--- src/design/gcm_pkg.sv ---
package gcm_pkg;

    // -------------------------------------------------------------------
    // clock and timing
    // -------------------------------------------------------------------
    localparam int CLK_MHZ = 50;
    localparam int SETTLE_NS = 2000;
    localparam int SETTLE_CYC = (SETTLE_NS * CLK_MHZ + 999) / 1000;
    localparam int PARALLEL_STATUS_POLL_NS = 2000;
    localparam int PARALLEL_STATUS_POLL_CYC = (PARALLEL_STATUS_POLL_NS * CLK_MHZ + 999) / 1000;
    localparam int IFC_US = 100;
    localparam int IFC_CYC_DEF = IFC_US * CLK_MHZ;
    localparam int SET_W = 7;
    localparam int TMR_W = 13;

    // -------------------------------------------------------------------
    // register map
    // -------------------------------------------------------------------
    localparam int AW = 8;
    localparam logic [AW-1:0] REG_STATUS = 8'h00;
    localparam logic [AW-1:0] REG_OWN = 8'h04;
    localparam logic [AW-1:0] REG_CMD = 8'h08;
    localparam logic [AW-1:0] REG_RESULT = 8'h0c;
    localparam int ST_SYS_BIT = 0;
    localparam int ST_ACT_BIT = 1;
    localparam int ST_BUSY_BIT = 2;
    localparam int ST_ERR_BIT = 3;
    localparam int ST_REN_BIT = 4;
    localparam int CMD_OP_LSB = 0;
    localparam int CMD_ADRD_BIT = 4;
    localparam int CMD_ADDR_LSB = 8;
    localparam int CMD_RAW_LSB = 16;
    localparam logic [4:0] OWN_RST = 5'h00;

    // -------------------------------------------------------------------
    // bus command bytes
    // -------------------------------------------------------------------
    localparam logic [7:0] CMD_UNL = 8'h3f;
    localparam logic [7:0] CMD_UNT = 8'h5f;
    localparam logic [7:0] TALK_BASE = 8'h40;
    localparam logic [7:0] LISTEN_BASE = 8'h20;
    localparam logic [7:0] SEC_BASE = 8'h60;
    localparam logic [7:0] CMD_LLO = 8'h11;
    localparam logic [7:0] CMD_GTL = 8'h01;
    localparam logic [7:0] CMD_GET = 8'h08;
    localparam logic [7:0] CMD_DCL = 8'h14;
    localparam logic [7:0] CMD_SDC = 8'h04;
    localparam logic [7:0] CMD_TCT = 8'h09;
    localparam logic [7:0] CMD_SPE = 8'h18;
    localparam logic [7:0] CMD_SPD = 8'h19;

    // -------------------------------------------------------------------
    // types
    // -------------------------------------------------------------------
    typedef enum logic [3:0] {
        OP_UNTALK, OP_UNLISTEN, OP_TALK, OP_LISTEN, OP_SECONDARY, OP_REMOTE,
        OP_LLO, OP_LOCAL, OP_TRIGGER, OP_CLEAR, OP_ABORT, OP_PASS,
        OP_PARALLEL_STATUS_POLL, OP_SERIAL_STATUS_POLL, OP_RAW, OP_BAD
    } gcm_op_t;

    typedef struct packed {
        logic [7:0] dio;
        logic dav;
        logic nrfd;
        logic ndac;
    } gcm_bus_in_t;

    typedef struct packed {
        logic atn;
        logic ifc;
        logic ren;
        logic eoi;
        logic [7:0] dio;
        logic dio_oe;
        logic dav;
        logic nrfd;
        logic ndac;
    } gcm_bus_out_t;

    typedef struct packed {
        logic [5:0][7:0] list;
        logic [2:0] cnt;
        logic [2:0] read_at;
        logic do_read;
    } gcm_seq_t;

endpackage

--- src/design/gcm_bus_mgr.sv ---
`timescale 1ns/1ps
`default_nettype none

module gcm_bus_mgr
    import gcm_pkg::*;
#(
    parameter int IFC_CYC = IFC_CYC_DEF
)
(
    // clock and reset
    input wire logic sys_clk,
    input wire logic sys_rst,
    // configuration strap
    input wire logic sys_ctrl_strap,
    // register port
    input wire logic [AW-1:0] reg_addr,
    input wire logic [31:0] reg_wdata,
    input wire logic reg_wr,
    input wire logic reg_rd,
    output logic [31:0] reg_rdata,
    // bus lines, true level
    input wire gcm_bus_in_t bus_i,
    output gcm_bus_out_t bus_o
);

    // -------------------------------------------------------------------
    // state
    // -------------------------------------------------------------------
    typedef enum logic [2:0] {
        ST_IDLE, ST_IFC, ST_SEND, ST_WAIT, ST_READ, ST_PARALLEL_STATUS_POLL, ST_DONE
    } gcm_st_t;

    typedef struct packed {
        gcm_st_t st;
        logic init_done;
        logic sys;
        logic active;
        logic [4:0] own_addr;
        logic err;
        logic ren;
        logic atn;
        logic ifc;
        logic eoi;
        logic [7:0] dio;
        logic dio_oe;
        logic nrfd;
        logic ndac;
        gcm_seq_t seq;
        logic [2:0] idx;
        logic got;
        gcm_op_t op;
        logic [7:0] result;
        logic [TMR_W-1:0] timer;
        logic snd_start;
        logic snd_cancel;
        logic [31:0] rdata;
    } gcm_state_t;

    gcm_state_t s_r;
    gcm_state_t s_nxt;
    logic snd_done;
    logic snd_dav;

    // -------------------------------------------------------------------
    // decode helpers
    // -------------------------------------------------------------------
    function automatic logic role_ok(gcm_op_t op, logic adrd, logic sys, logic act);
        logic ok;
        ok = 1'b0;
        case (op)
            OP_REMOTE: ok = sys;
            OP_LOCAL: ok = adrd ? act : sys;
            OP_ABORT: ok = (act | sys) & ~adrd;
            OP_BAD: ok = 1'b0;
            default: ok = act;
        endcase
        return ok;
    endfunction

    function automatic logic [7:0] with_addr(logic [7:0] base, logic [4:0] a);
        return base | {3'h0, a};
    endfunction

    // builds the command bytes of one request, first byte in slot 0
    function automatic gcm_seq_t build_seq(gcm_op_t op, logic adrd, logic [4:0] a,
                                           logic [4:0] own, logic [7:0] raw);
        gcm_seq_t q;
        q = '0;
        case (op)
            OP_UNTALK: begin
                q.list[0] = CMD_UNT;
                q.cnt = 3'h1;
            end
            OP_UNLISTEN: begin
                q.list[0] = CMD_UNL;
                q.cnt = 3'h1;
            end
            OP_TALK: begin
                q.list[0] = with_addr(TALK_BASE, a);
                q.cnt = 3'h1;
            end
            OP_LISTEN: begin
                q.list[0] = with_addr(LISTEN_BASE, a);
                q.cnt = 3'h1;
            end
            OP_SECONDARY: begin
                q.list[0] = with_addr(SEC_BASE, a);
                q.cnt = 3'h1;
            end
            OP_REMOTE: begin
                // being addressed is what moves the device to remote
                q.list[0] = CMD_UNL;
                q.list[1] = with_addr(LISTEN_BASE, a);
                q.cnt = adrd ? 3'h2 : 3'h0;
            end
            OP_LLO: begin
                q.list[0] = CMD_LLO;
                q.cnt = 3'h1;
            end
            OP_LOCAL, OP_TRIGGER, OP_CLEAR: begin
                q.list[0] = CMD_UNL;
                q.list[1] = with_addr(LISTEN_BASE, a);
                q.list[2] = (op == OP_LOCAL) ? CMD_GTL : (op == OP_TRIGGER) ? CMD_GET : CMD_SDC;
                q.cnt = 3'h3;
                if (!adrd) begin
                    // unaddressed trigger reuses the listeners already set up
                    q.list[0] = (op == OP_TRIGGER) ? CMD_GET : CMD_DCL;
                    q.cnt = (op == OP_LOCAL) ? 3'h0 : 3'h1;
                end
            end
            OP_PASS: begin
                q.list[0] = with_addr(TALK_BASE, a);
                q.list[1] = CMD_TCT;
                q.cnt = 3'h2;
            end
            OP_SERIAL_STATUS_POLL: begin
                q.list[0] = CMD_UNL;
                q.list[1] = with_addr(TALK_BASE, a);
                q.list[2] = with_addr(LISTEN_BASE, own);
                q.list[3] = CMD_SPE;
                q.list[4] = CMD_SPD;
                q.list[5] = CMD_UNT;
                q.cnt = 3'h6;
                q.read_at = 3'h4;
                q.do_read = 1'b1;
            end
            OP_RAW: begin
                q.list[0] = raw;
                q.cnt = 3'h1;
            end
            default: begin
                q.cnt = 3'h0;
            end
        endcase
        return q;
    endfunction

    // -------------------------------------------------------------------
    // sequencer and register port
    // -------------------------------------------------------------------
    always_comb begin
        gcm_op_t wop;
        logic wadrd;
        logic [4:0] waddr;
        wop = gcm_op_t'(reg_wdata[CMD_OP_LSB +: 4]);
        wadrd = reg_wdata[CMD_ADRD_BIT];
        waddr = reg_wdata[CMD_ADDR_LSB +: 5];
        s_nxt = s_r;
        s_nxt.snd_start = 1'b0;
        s_nxt.snd_cancel = 1'b0;

        // strap caught on the first edge after reset release
        if (!s_r.init_done) begin
            s_nxt.init_done = 1'b1;
            s_nxt.sys = sys_ctrl_strap;
            s_nxt.active = sys_ctrl_strap;
            s_nxt.ren = sys_ctrl_strap;
        end

        case (s_r.st)
            ST_IDLE: begin
            end
            ST_IFC: begin
                s_nxt.timer = s_r.timer + 1'b1;
                if (s_r.timer == TMR_W'(IFC_CYC - 1)) begin
                    s_nxt.ifc = 1'b0;
                    s_nxt.active = 1'b1;
                    if (s_r.sys) begin
                        s_nxt.ren = 1'b1;
                    end
                    s_nxt.st = ST_IDLE;
                end
            end
            ST_SEND: begin
                if (s_r.idx == s_r.seq.cnt) begin
                    s_nxt.st = ST_DONE;
                end else if (s_r.seq.do_read && s_r.idx == s_r.seq.read_at && !s_r.got) begin
                    s_nxt.atn = 1'b0;
                    s_nxt.dio_oe = 1'b0;
                    s_nxt.ndac = 1'b1;
                    s_nxt.nrfd = 1'b0;
                    s_nxt.st = ST_READ;
                end else begin
                    s_nxt.atn = 1'b1;
                    s_nxt.dio = s_r.seq.list[s_r.idx];
                    s_nxt.dio_oe = 1'b1;
                    s_nxt.snd_start = 1'b1;
                    s_nxt.st = ST_WAIT;
                end
            end
            ST_WAIT: begin
                if (snd_done) begin
                    s_nxt.idx = s_r.idx + 1'b1;
                    s_nxt.st = ST_SEND;
                end
            end
            ST_READ: begin
                if (!s_r.got && bus_i.dav) begin
                    s_nxt.result = bus_i.dio;
                    s_nxt.got = 1'b1;
                    s_nxt.nrfd = 1'b1;
                    s_nxt.ndac = 1'b0;
                end else if (s_r.got && !bus_i.dav) begin
                    s_nxt.nrfd = 1'b0;
                    s_nxt.st = ST_SEND;
                end
            end
            ST_PARALLEL_STATUS_POLL: begin
                s_nxt.timer = s_r.timer + 1'b1;
                if (s_r.timer == TMR_W'(PARALLEL_STATUS_POLL_CYC - 1)) begin
                    s_nxt.result = bus_i.dio;
                    s_nxt.eoi = 1'b0;
                    s_nxt.st = ST_DONE;
                end
            end
            ST_DONE: begin
                s_nxt.atn = 1'b0;
                s_nxt.dio_oe = 1'b0;
                if (s_r.op == OP_PASS) begin
                    s_nxt.active = 1'b0;
                end
                s_nxt.st = ST_IDLE;
            end
            default: begin
                s_nxt.st = ST_IDLE;
            end
        endcase

        if (reg_rd) begin
            case (reg_addr)
                REG_STATUS: begin
                    s_nxt.rdata = '0;
                    s_nxt.rdata[ST_SYS_BIT] = s_r.sys;
                    s_nxt.rdata[ST_ACT_BIT] = s_r.active;
                    s_nxt.rdata[ST_BUSY_BIT] = (s_r.st != ST_IDLE);
                    s_nxt.rdata[ST_ERR_BIT] = s_r.err;
                    s_nxt.rdata[ST_REN_BIT] = s_r.ren;
                end
                REG_OWN: s_nxt.rdata = {27'h0, s_r.own_addr};
                REG_RESULT: s_nxt.rdata = {24'h0, s_r.result};
                default: s_nxt.rdata = '0;
            endcase
        end

        if (reg_wr) begin
            case (reg_addr)
                REG_STATUS: begin
                    if (reg_wdata[ST_ERR_BIT]) begin
                        s_nxt.err = 1'b0;
                    end
                end
                REG_OWN: s_nxt.own_addr = reg_wdata[4:0];
                REG_CMD: begin
                    if (!role_ok(wop, wadrd, s_r.sys, s_r.active)) begin
                        s_nxt.err = 1'b1;
                    end else if (wop == OP_ABORT) begin
                        // abort overrides whatever transfer is in flight
                        s_nxt.snd_cancel = 1'b1;
                        s_nxt.ifc = 1'b1;
                        s_nxt.atn = 1'b0;
                        s_nxt.eoi = 1'b0;
                        s_nxt.dio_oe = 1'b0;
                        s_nxt.nrfd = 1'b0;
                        s_nxt.ndac = 1'b0;
                        s_nxt.timer = '0;
                        s_nxt.op = wop;
                        s_nxt.st = ST_IFC;
                    end else if (s_r.st != ST_IDLE) begin
                        s_nxt.err = 1'b1;
                    end else begin
                        s_nxt.op = wop;
                        s_nxt.seq = build_seq(wop, wadrd, waddr, s_r.own_addr,
                                              reg_wdata[CMD_RAW_LSB +: 8]);
                        s_nxt.idx = '0;
                        s_nxt.got = 1'b0;
                        if (wop == OP_REMOTE) begin
                            s_nxt.ren = 1'b1;
                        end
                        if (wop == OP_LOCAL && !wadrd) begin
                            // dropping remote enable also ends any lockout
                            s_nxt.ren = 1'b0;
                        end
                        if (wop == OP_PARALLEL_STATUS_POLL) begin
                            s_nxt.atn = 1'b1;
                            s_nxt.eoi = 1'b1;
                            s_nxt.dio_oe = 1'b0;
                            s_nxt.timer = '0;
                            s_nxt.st = ST_PARALLEL_STATUS_POLL;
                        end else begin
                            s_nxt.st = ST_SEND;
                        end
                    end
                end
                default: begin
                end
            endcase
        end
    end

    always_ff @(posedge sys_clk) begin
        if (sys_rst) begin
            s_r <= '0;
            s_r.st <= ST_IDLE;
            s_r.op <= OP_UNTALK;
            s_r.own_addr <= OWN_RST;
        end else begin
            s_r <= s_nxt;
        end
    end

    // -------------------------------------------------------------------
    // byte source handshake
    // -------------------------------------------------------------------
    gcm_src_hs u_src (
        .sys_clk(sys_clk),
        .sys_rst(sys_rst),
        .start(s_r.snd_start),
        .cancel(s_nxt.snd_cancel), // dav must drop on the same edge that raises ifc
        .done(snd_done),
        .nrfd_i(bus_i.nrfd),
        .ndac_i(bus_i.ndac),
        .dav(snd_dav)
    );

    assign reg_rdata = s_r.rdata;
    assign bus_o = '{atn: s_r.atn, ifc: s_r.ifc, ren: s_r.ren, eoi: s_r.eoi,
                     dio: s_r.dio, dio_oe: s_r.dio_oe, dav: snd_dav,
                     nrfd: s_r.nrfd, ndac: s_r.ndac};

endmodule

`default_nettype wire

--- src/design/gcm_src_hs.sv ---
`timescale 1ns/1ps
`default_nettype none

module gcm_src_hs
    import gcm_pkg::*;
(
    // clock and reset
    input wire logic sys_clk,
    input wire logic sys_rst,
    // control
    input wire logic start,
    input wire logic cancel,
    output logic done,
    // handshake lines, true level
    input wire logic nrfd_i,
    input wire logic ndac_i,
    output logic dav
);

    typedef enum logic [1:0] {SH_IDLE, SH_SETTLE, SH_READY, SH_ACK} gcm_sh_st_t;

    typedef struct packed {
        gcm_sh_st_t st;
        logic dav;
        logic done;
        logic [SET_W-1:0] timer;
    } gcm_sh_t;

    gcm_sh_t s_r;
    gcm_sh_t s_nxt;

    // -------------------------------------------------------------------
    // three-wire source handshake
    // -------------------------------------------------------------------
    always_comb begin
        s_nxt = s_r;
        s_nxt.done = 1'b0;
        case (s_r.st)
            SH_IDLE: begin
                if (start) begin
                    s_nxt.timer = '0;
                    s_nxt.st = SH_SETTLE;
                end
            end
            // data and attention must settle before valid is raised
            SH_SETTLE: begin
                s_nxt.timer = s_r.timer + 1'b1;
                if (s_r.timer == SET_W'(SETTLE_CYC - 1)) begin
                    s_nxt.st = SH_READY;
                end
            end
            SH_READY: begin
                if (!nrfd_i) begin
                    s_nxt.dav = 1'b1;
                    s_nxt.st = SH_ACK;
                end
            end
            SH_ACK: begin
                if (!ndac_i) begin
                    s_nxt.dav = 1'b0;
                    s_nxt.done = 1'b1;
                    s_nxt.st = SH_IDLE;
                end
            end
            default: begin
                s_nxt.st = SH_IDLE;
            end
        endcase
        if (cancel) begin
            s_nxt.st = SH_IDLE;
            s_nxt.dav = 1'b0;
            s_nxt.done = 1'b0;
        end
    end

    always_ff @(posedge sys_clk) begin
        if (sys_rst) begin
            s_r <= '{st: SH_IDLE, dav: 1'b0, done: 1'b0, timer: '0};
        end else begin
            s_r <= s_nxt;
        end
    end

    assign done = s_r.done;
    assign dav = s_r.dav;

endmodule

`default_nettype wire

--- config.mk ---
export PLATFORM = sky130hd
export DESIGN_NAME = gcm_bus_mgr
export DESIGN_NICKNAME = d
export VERILOG_FILES = /design/src/design/gcm_pkg.sv /design/src/design/gcm_bus_mgr.sv /design/src/design/gcm_src_hs.sv
export SDC_FILE = /design/constraint.sdc
export NUM_CORES = 1
export LEC_CHECK = 0
export BUFFER_PORTS_ARGS = -buffer_cell sky130_fd_sc_hd__buf_2
export CAP_MARGIN = 20
export CORE_ASPECT_RATIO = 1.2
export CORE_MARGIN = 5
export CORE_UTILIZATION = 26
export DETAILED_ROUTE_END_ITERATION = 8
export GPL_TIMING_DRIVEN = 0
export PLACE_DENSITY_LB_ADDON = 0.3
export SETUP_SLACK_MARGIN = 0.5
export SLEW_MARGIN = 20
export SYNTH_ARGS = -nofsm -noshare
export SYNTH_HDL_FRONTEND = slang
export SYNTH_HIERARCHICAL = 1
export SYNTH_SLANG_ARGS = --single-unit
--- constraint.sdc ---
create_clock -name sys_clk -period 2.5 [get_ports sys_clk]
set_input_delay 0.125 -clock sys_clk [delete_from_list [all_inputs] [get_ports sys_clk]]
set_output_delay 0.125 -clock sys_clk [all_outputs]
set_load 0.02 [all_outputs]
# Word-level counts from Yosys, hierarchy flattened
# Index checks and enable logic that the tools add are counted.
# totals
regBits	155
latch_bits	0
ram_bits	0
romBits	0
inputBits	56
output_inout_bits	48
wordCells	233
memories	0
# op_classes
n_addsub	3
multipliers	0
n_div	0
magnitude_cmp	1
eq_ne	43
shifts	0
n_mux	108
n_bitwise	9
reduce_logical	35
# ops
cell	count
2-to-1 mux 66 bit	3
2-to-1 mux 13 bit	7
one-hot mux 8 bit (8 select lines)	1
2-to-1 mux 63 bit	1
2-to-1 mux 59 bit	1
2-to-1 mux 3 bit	17
2-to-1 mux 1 bit	40
== test 4 bit (second input constant)	9
2-to-1 mux 4 bit	8
binary-select mux 8 bit (select 3 bit)	1
2-to-1 mux 8 bit	3
one-hot mux 8 bit (3 select lines)	1
2-to-1 mux 23 bit	1
one-hot mux 7 bit (3 select lines)	1
one-hot mux 3 bit (6 select lines)	1
== test 4 x 3 -> 1 bit (second input constant)	4
== test 8 x 4 -> 1 bit (second input constant)	2
one-hot mux 8 bit (2 select lines)	1
one-hot mux 3 bit (5 select lines)	1
2-to-1 mux 2 bit	7
one-hot mux 7 bit (2 select lines)	1
adder 13 x 1 -> 13 bit (second input constant)	1
== test 13 bit (second input constant)	1
== test 13 x 7 -> 1 bit (second input constant)	1
other kinds (43)	85

# Depth between registers and ports, before layout
# depth
word_depth	12
mapped_depth	10
depth_no_buf	7

# Cells and area by module
# The synthesis kept the hierarchy.
# by_module_without_submodules
mod	n_inst	cells_each	area_per_inst_um2	seq_area_each_um2
gcm_bus_mgr	1	600	4931.0	1761.7
gcm_src_hs	1	66	580.6	220.2

# Worst setup path after synthesis
# No wires, ideal clock.
# synth_timing
kind	flip-flop to flip-flop
startpoint	reg s_r[61] in the netlist's numbering
endpoint	reg s_r (netlist bit bus_o[6])
setup_ps	86
t_arrival_ps	2211
t_required_ps	2414
slack_ps	203
path_stages_with_launch	11
path_buffers	3
period_less_slack_ps	2297
cell_sequence	dfxtp_1 > buf_1 > inv_1 > ha_1 > and4b_1 > a31oi_1 > and2_1 > buf_2 > buf_1 > nor2_1 > a211oi_1
# synth_between
elab_chain_len	5
elab_cells_between_ends	9
classes_between	eq/ne: 2; mux: 2; bitwise: 2; reduce/logical: 3
# synth_rtl
item	line	rtl
start: declaration	gcm_bus_mgr.sv:59	gcm_state_t s_r;
start signal: assignment	gcm_bus_mgr.sv:327	s_r <= s_nxt;
== test 3 bit	gcm_bus_mgr.sv:197	end else if (s_r.seq.do_read && s_r.idx == s_r.seq.read_at && !s_r.got) begin
logical AND 1 bit (2 in series)	gcm_bus_mgr.sv:197	
inverter 1 bit (no line)	--	
AND reduction 3 bit (no line)	--	
# Parallel ways exist; a longest one is shown, timed or not. The select of a mux whose other input is x is not followed.
# A chain may end at the register's enable or synchronous reset.

# Worst setup path after layout
# layout_timing
startpoint	reg s_r[143] in the netlist's numbering
endpoint	reg s_r[142] in the netlist's numbering
# layout_between
elab_chain_len	7
elab_cells_between_ends	13
classes_between	eq/ne: 5; mux: 6; reduce/logical: 2
# layout_rtl
item	line	rtl
== test 3 bit (tied with other cells)	gcm_bus_mgr.sv:180	case (s_r.st)
one-hot mux 3 bit (6 select lines)	gcm_bus_mgr.sv:180	
2-to-1 mux 3 bit	gcm_bus_mgr.sv:288	end else if (s_r.st != ST_IDLE) begin
2-to-1 mux 3 bit	gcm_bus_mgr.sv:276	end else if (wop == OP_ABORT) begin
2-to-1 mux 3 bit	gcm_bus_mgr.sv:274	if (!role_ok(wop, wadrd, s_r.sys, s_r.active)) begin
2-to-1 mux 3 bit	gcm_bus_mgr.sv:266	case (reg_addr)
2-to-1 mux 3 bit (*)	gcm_bus_mgr.sv:265	if (reg_wr) begin
# Every way passes the cells marked *; elsewhere a longest branch is shown, timed or not.

==> impl_results.md <==
* Part of the cycle the worst path needs at between 70% and 80%
* Crit-path max cell delay at roughly 0.44 ns
* Length of the first detailed-routing pass in iterations at 5
* WP data arrival at 2.18 ns
* Destination of the worst register-to-register timing path: s_r[142]$_SDFF_PP0_
* Effective utilization at floorplan at a little over a quarter
* Number of storage elements in the synthesis netlist at around 100
* Hold Crit Depth at 3
* Post-Synthesis Mean Instance Area at ~8.3 sq um
* Multiplexer share of the synthesized area at between 6 and 7%
* Minimum clock period at 1.90 ns
* Post-synthesis simple-gate area fraction at 21.4%
* Main combinational cell family by area after synthesis: simple AND/OR/NAND/NOR gates
* Crit path max-delay cell type: or3_1
* Path type of the worst setup path: reg2reg
* Remaining design rule violation count at 0
* Total wirelength of the detailed-routed design at roughly 15 mm
* Fraction of layout instances using a drive strength above 1 at 23.4%
* Clock tree from TritonCTS: built
* Number of flops mapped to enable cells by yosys at 0
* CTS sink cnt at 99
* Fraction of synthesized cell area in xor and xnor cells at 3.50%
* Per-cell via count in the routed design at approximately 4.7
* Relative max-transition margin at 51.7%
* I/O Buffers at between 60 and 70
* Most frequent standard cell in the layout excluding fill and tap cells: dfxtp_1
* Crit-path cells: or3_1 -> clkbuf_1 -> a21o_4 -> or3_1 -> a31oi_1
* Core footprint at about 21,000 sq um
* Capturing element type of the critical path: register
* Clock transition at path regs at roughly 0.070 ns
* Post-route non-filler standard cell count at around 1,000
* Top cell by count, worst path: or3_1
* Post-Place Cells at 1,020
* Pleak at between 2 and 3 nW
* Number of buffer and inverter stages on the critical path at 1
* Unrepaired setup endpoints after global routing: yes
* Crit path max-delay family: simple AND/OR/NAND/NOR gates
* Signed area change from the synthesized netlist to the final layout at 22.2%
* Pin count of the biggest net entering global routing at 18
* Total negative slack for setup checks at 0 ns
* Placement row count at 58
* Post-route ant nets at 0
* Maximum root-to-sink buffer count at 2
* Overall overflow remaining after global route at 0
* Starting DRC count in detailed routing at between 200 and 300
* Final weighted congestion of routability-driven global placement at ~0.82
* Buffer type at the clock tree root: clkbuf_16
* Worst reg2reg startpoint: s_r[143]$_SDFF_PP0_
* Complex-gate fraction of the synthesized area at between 20% and 30%
* Run status: completed
* Maximum clock rate at 0.526 GHz
* Wire length of the first global-routing pass at roughly 25 mm
* Mapped Area at approximately 5500 sq um
* Commonest non-fill, non-tap cells in the layout: 96 x dfxtp_1, 76 x nor2_1, 66 x buf_2, 58 x buf_4, 57 x a21oi_1
* Antenna diode count at 0
* Critical path launch point type: register
* Minimum setup slack in the final design at approximately 0.6 ns
* Routed length per placed instance at 14.7 um
* Seq/Total Area, Yosys at 36.0%
* Required time of the critical path at 2.78 ns
* Fraction of registers with async set/reset at 0%
* Antenna violations before repair at 0
* Die height at roughly 170 um
* Number of endpoints with negative hold slack in the final report at 0
* H-tree depth reported by CTS at 3
* Overall die area at ~24,000 sq um
* Worst setup slack before clock tree synthesis at between 0.1 and 0.15 ns
* R2R depth at 5
* Number of setup violations in the final report at 0
* Post-synthesis cell type count at 66
* Ys flop type: dfxtp_1
* Worst slew pin tran at between 0.7 and 0.8 ns
* Maximum capacitance violations at 0
* Minimum setup slack among reg-to-reg paths at between 0.5 and 0.6 ns
* Total GRT Usage at 12.8%
* Max Clock Skew at between 0.01 and 0.015 ns
* Final-report max-slew violation count at 0
* Via count at around 4,900
* HPWL after detailed placement at between 10 and 15 mm
* Post-Synthesis Cells at 666
* Worst min-delay path class: in2reg
* Number of top-level design ports at ~100
* End point of the most critical hold path: s_r[52]$_SDFFE_PP0P_
* Max Fanout on Critical Path at 8
* Total clock buffers created by CTS at 9
* Power density relative to cell area at around 510 nW/um^2
* Min-Delay Startpoint: bus_i[8]
* Count of warnings emitted by yosys at 6
* Vias in the first global route at between 4,000 and 5,000
* Net count reported at finish at ~840
* Die boundary width at about 140 um
* Synth Area in Adders at approximately 1.8%
* Insertion delay to the later sink of the worst-skew pair at around 0.35 ns
* Largest vdd supply drop at 0.320 mV
==> worst min-delay path, cell delays in order <==
cell	delay, ns
buf_2	0.07
mux2i_1	0.05
nor2_1	0.07
==> area by class of cell <==
class,count,area (sq um)
Buffer,84,572
Clock buffer,11,253
Clock inverter,5,41.3
Fill cell,2295,14200
Inverter,19,71.3
Multi-Input combinational cell,487,3060
Sequential cell,99,1990
Tap cell,270,338
Timing Repair Buffer,72,409
==> worst max path at each step <==
stage	startpoint	to	cells past startpoint
6_report	s_r[143]$_SDFF_PP0_	s_r[142]$_SDFF_PP0_	5
5_1_grt	s_r[60]$_SDFF_PP0_	bus_o[6]$_SDFFE_PP0P_	10
4_1_cts	s_r[139]$_SDFF_PP0_	s_r[142]$_SDFF_PP0_	5
3_5_place_dp	s_r[60]$_SDFF_PP0_	bus_o[6]$_SDFFE_PP0P_	10
3_3_place_gp	s_r[60]$_SDFF_PP0_	bus_o[6]$_SDFFE_PP0P_	10
2_1_floorplan	s_r[60]$_SDFF_PP0_	bus_o[6]$_SDFFE_PP0P_	10
==> through the flow <==
stage	hold WS [ns]	total power (W)	util, %	instance area, sq um
2_1_floorplan	0.194	0.00196	-	5610
3_3_place_gp	0.355	0.00209	29.9	6250
3_5_place_dp	0.350	0.00209	29.9	6250
4_1_cts	0.0000358	0.00349	31.9	6670
5_1_grt	0.0161	0.00359	32.2	6730
6_report	0.00613	0.00345	32.2	6730
==> where the power goes <==
group	internal, W	switching [W]	total, W
logic	0.000170	0.000282	0.000452
clock network	0.000743	0.000646	0.00139
registers	0.00159	0.0000180	0.00161
==> cell usage after synthesis (all sizes together), types with 3 or more instances <==
library cell / n / area share [%]
a21o: 5 / 0.82
mux2i: 23 / 4.2
o22ai: 7 / 0.91
o21ai: 42 / 3.8
mux2: 5 / 1.0
a22o: 10 / 1.6
nand3b: 4 / 0.54
inv: 19 / 1.3
clkbuf: 22 / 1.5
o21bai: 3 / 0.41
nand4: 13 / 1.6
nand2b: 11 / 1.2
or3: 6 / 0.68
buf: 62 / 8.1
xor2: 3 / 0.48
nor2: 77 / 5.2
a211oi: 12 / 1.6
a21oi: 59 / 5.4
a22oi: 12 / 1.6
ha: 8 / 1.8
nor2b: 13 / 1.5
nor3: 15 / 1.5
nand2: 38 / 2.6
or2: 5 / 0.57
xnor2: 19 / 3.0
a31oi: 5 / 0.57
dfxtp: 99 / 36
nand3: 21 / 1.9
and2: 4 / 0.50
nor4: 5 / 0.84
and3: 4 / 0.45
nor3b: 4 / 0.54
==> repair_timing <==
action                     in CTS  in global routing
hold endpoints to repair        2                  0
setup endpoints to repair      56                 48
buffers inserted                4                  5
gates resized for setup        16                 13
pin swaps                       3                  3
hold buffers                    2                  0
gates cloned                    0                  0
==> cells by family after synthesis <==
kind of cell    count (synthesis)
simple gates                  230
compound gates                173
buf+inv                       103
flops                          99
mux                            30
xor+xnor                       22
fa+ha+maj                       8
other cells                     1
==> state kept, by name, summed over array words and instances, names as in the netlist <==
register,cells
u_src/done,1
u_src/s_r,9
reg_rdata,8
bus_o,15
s_r,65
u_src/dav,1
==> metal layers <==
layer,track usage [%],vias to the layer above,share of wire (%)
met3,1.86,28,3.3
met1,15.8,2246,45
met5,0,-,0
met2,22.3,105,49
li1,-,2503,-
met4,5.25,0,2.6
No activity file was read; power rests on OpenSTA's default activity.
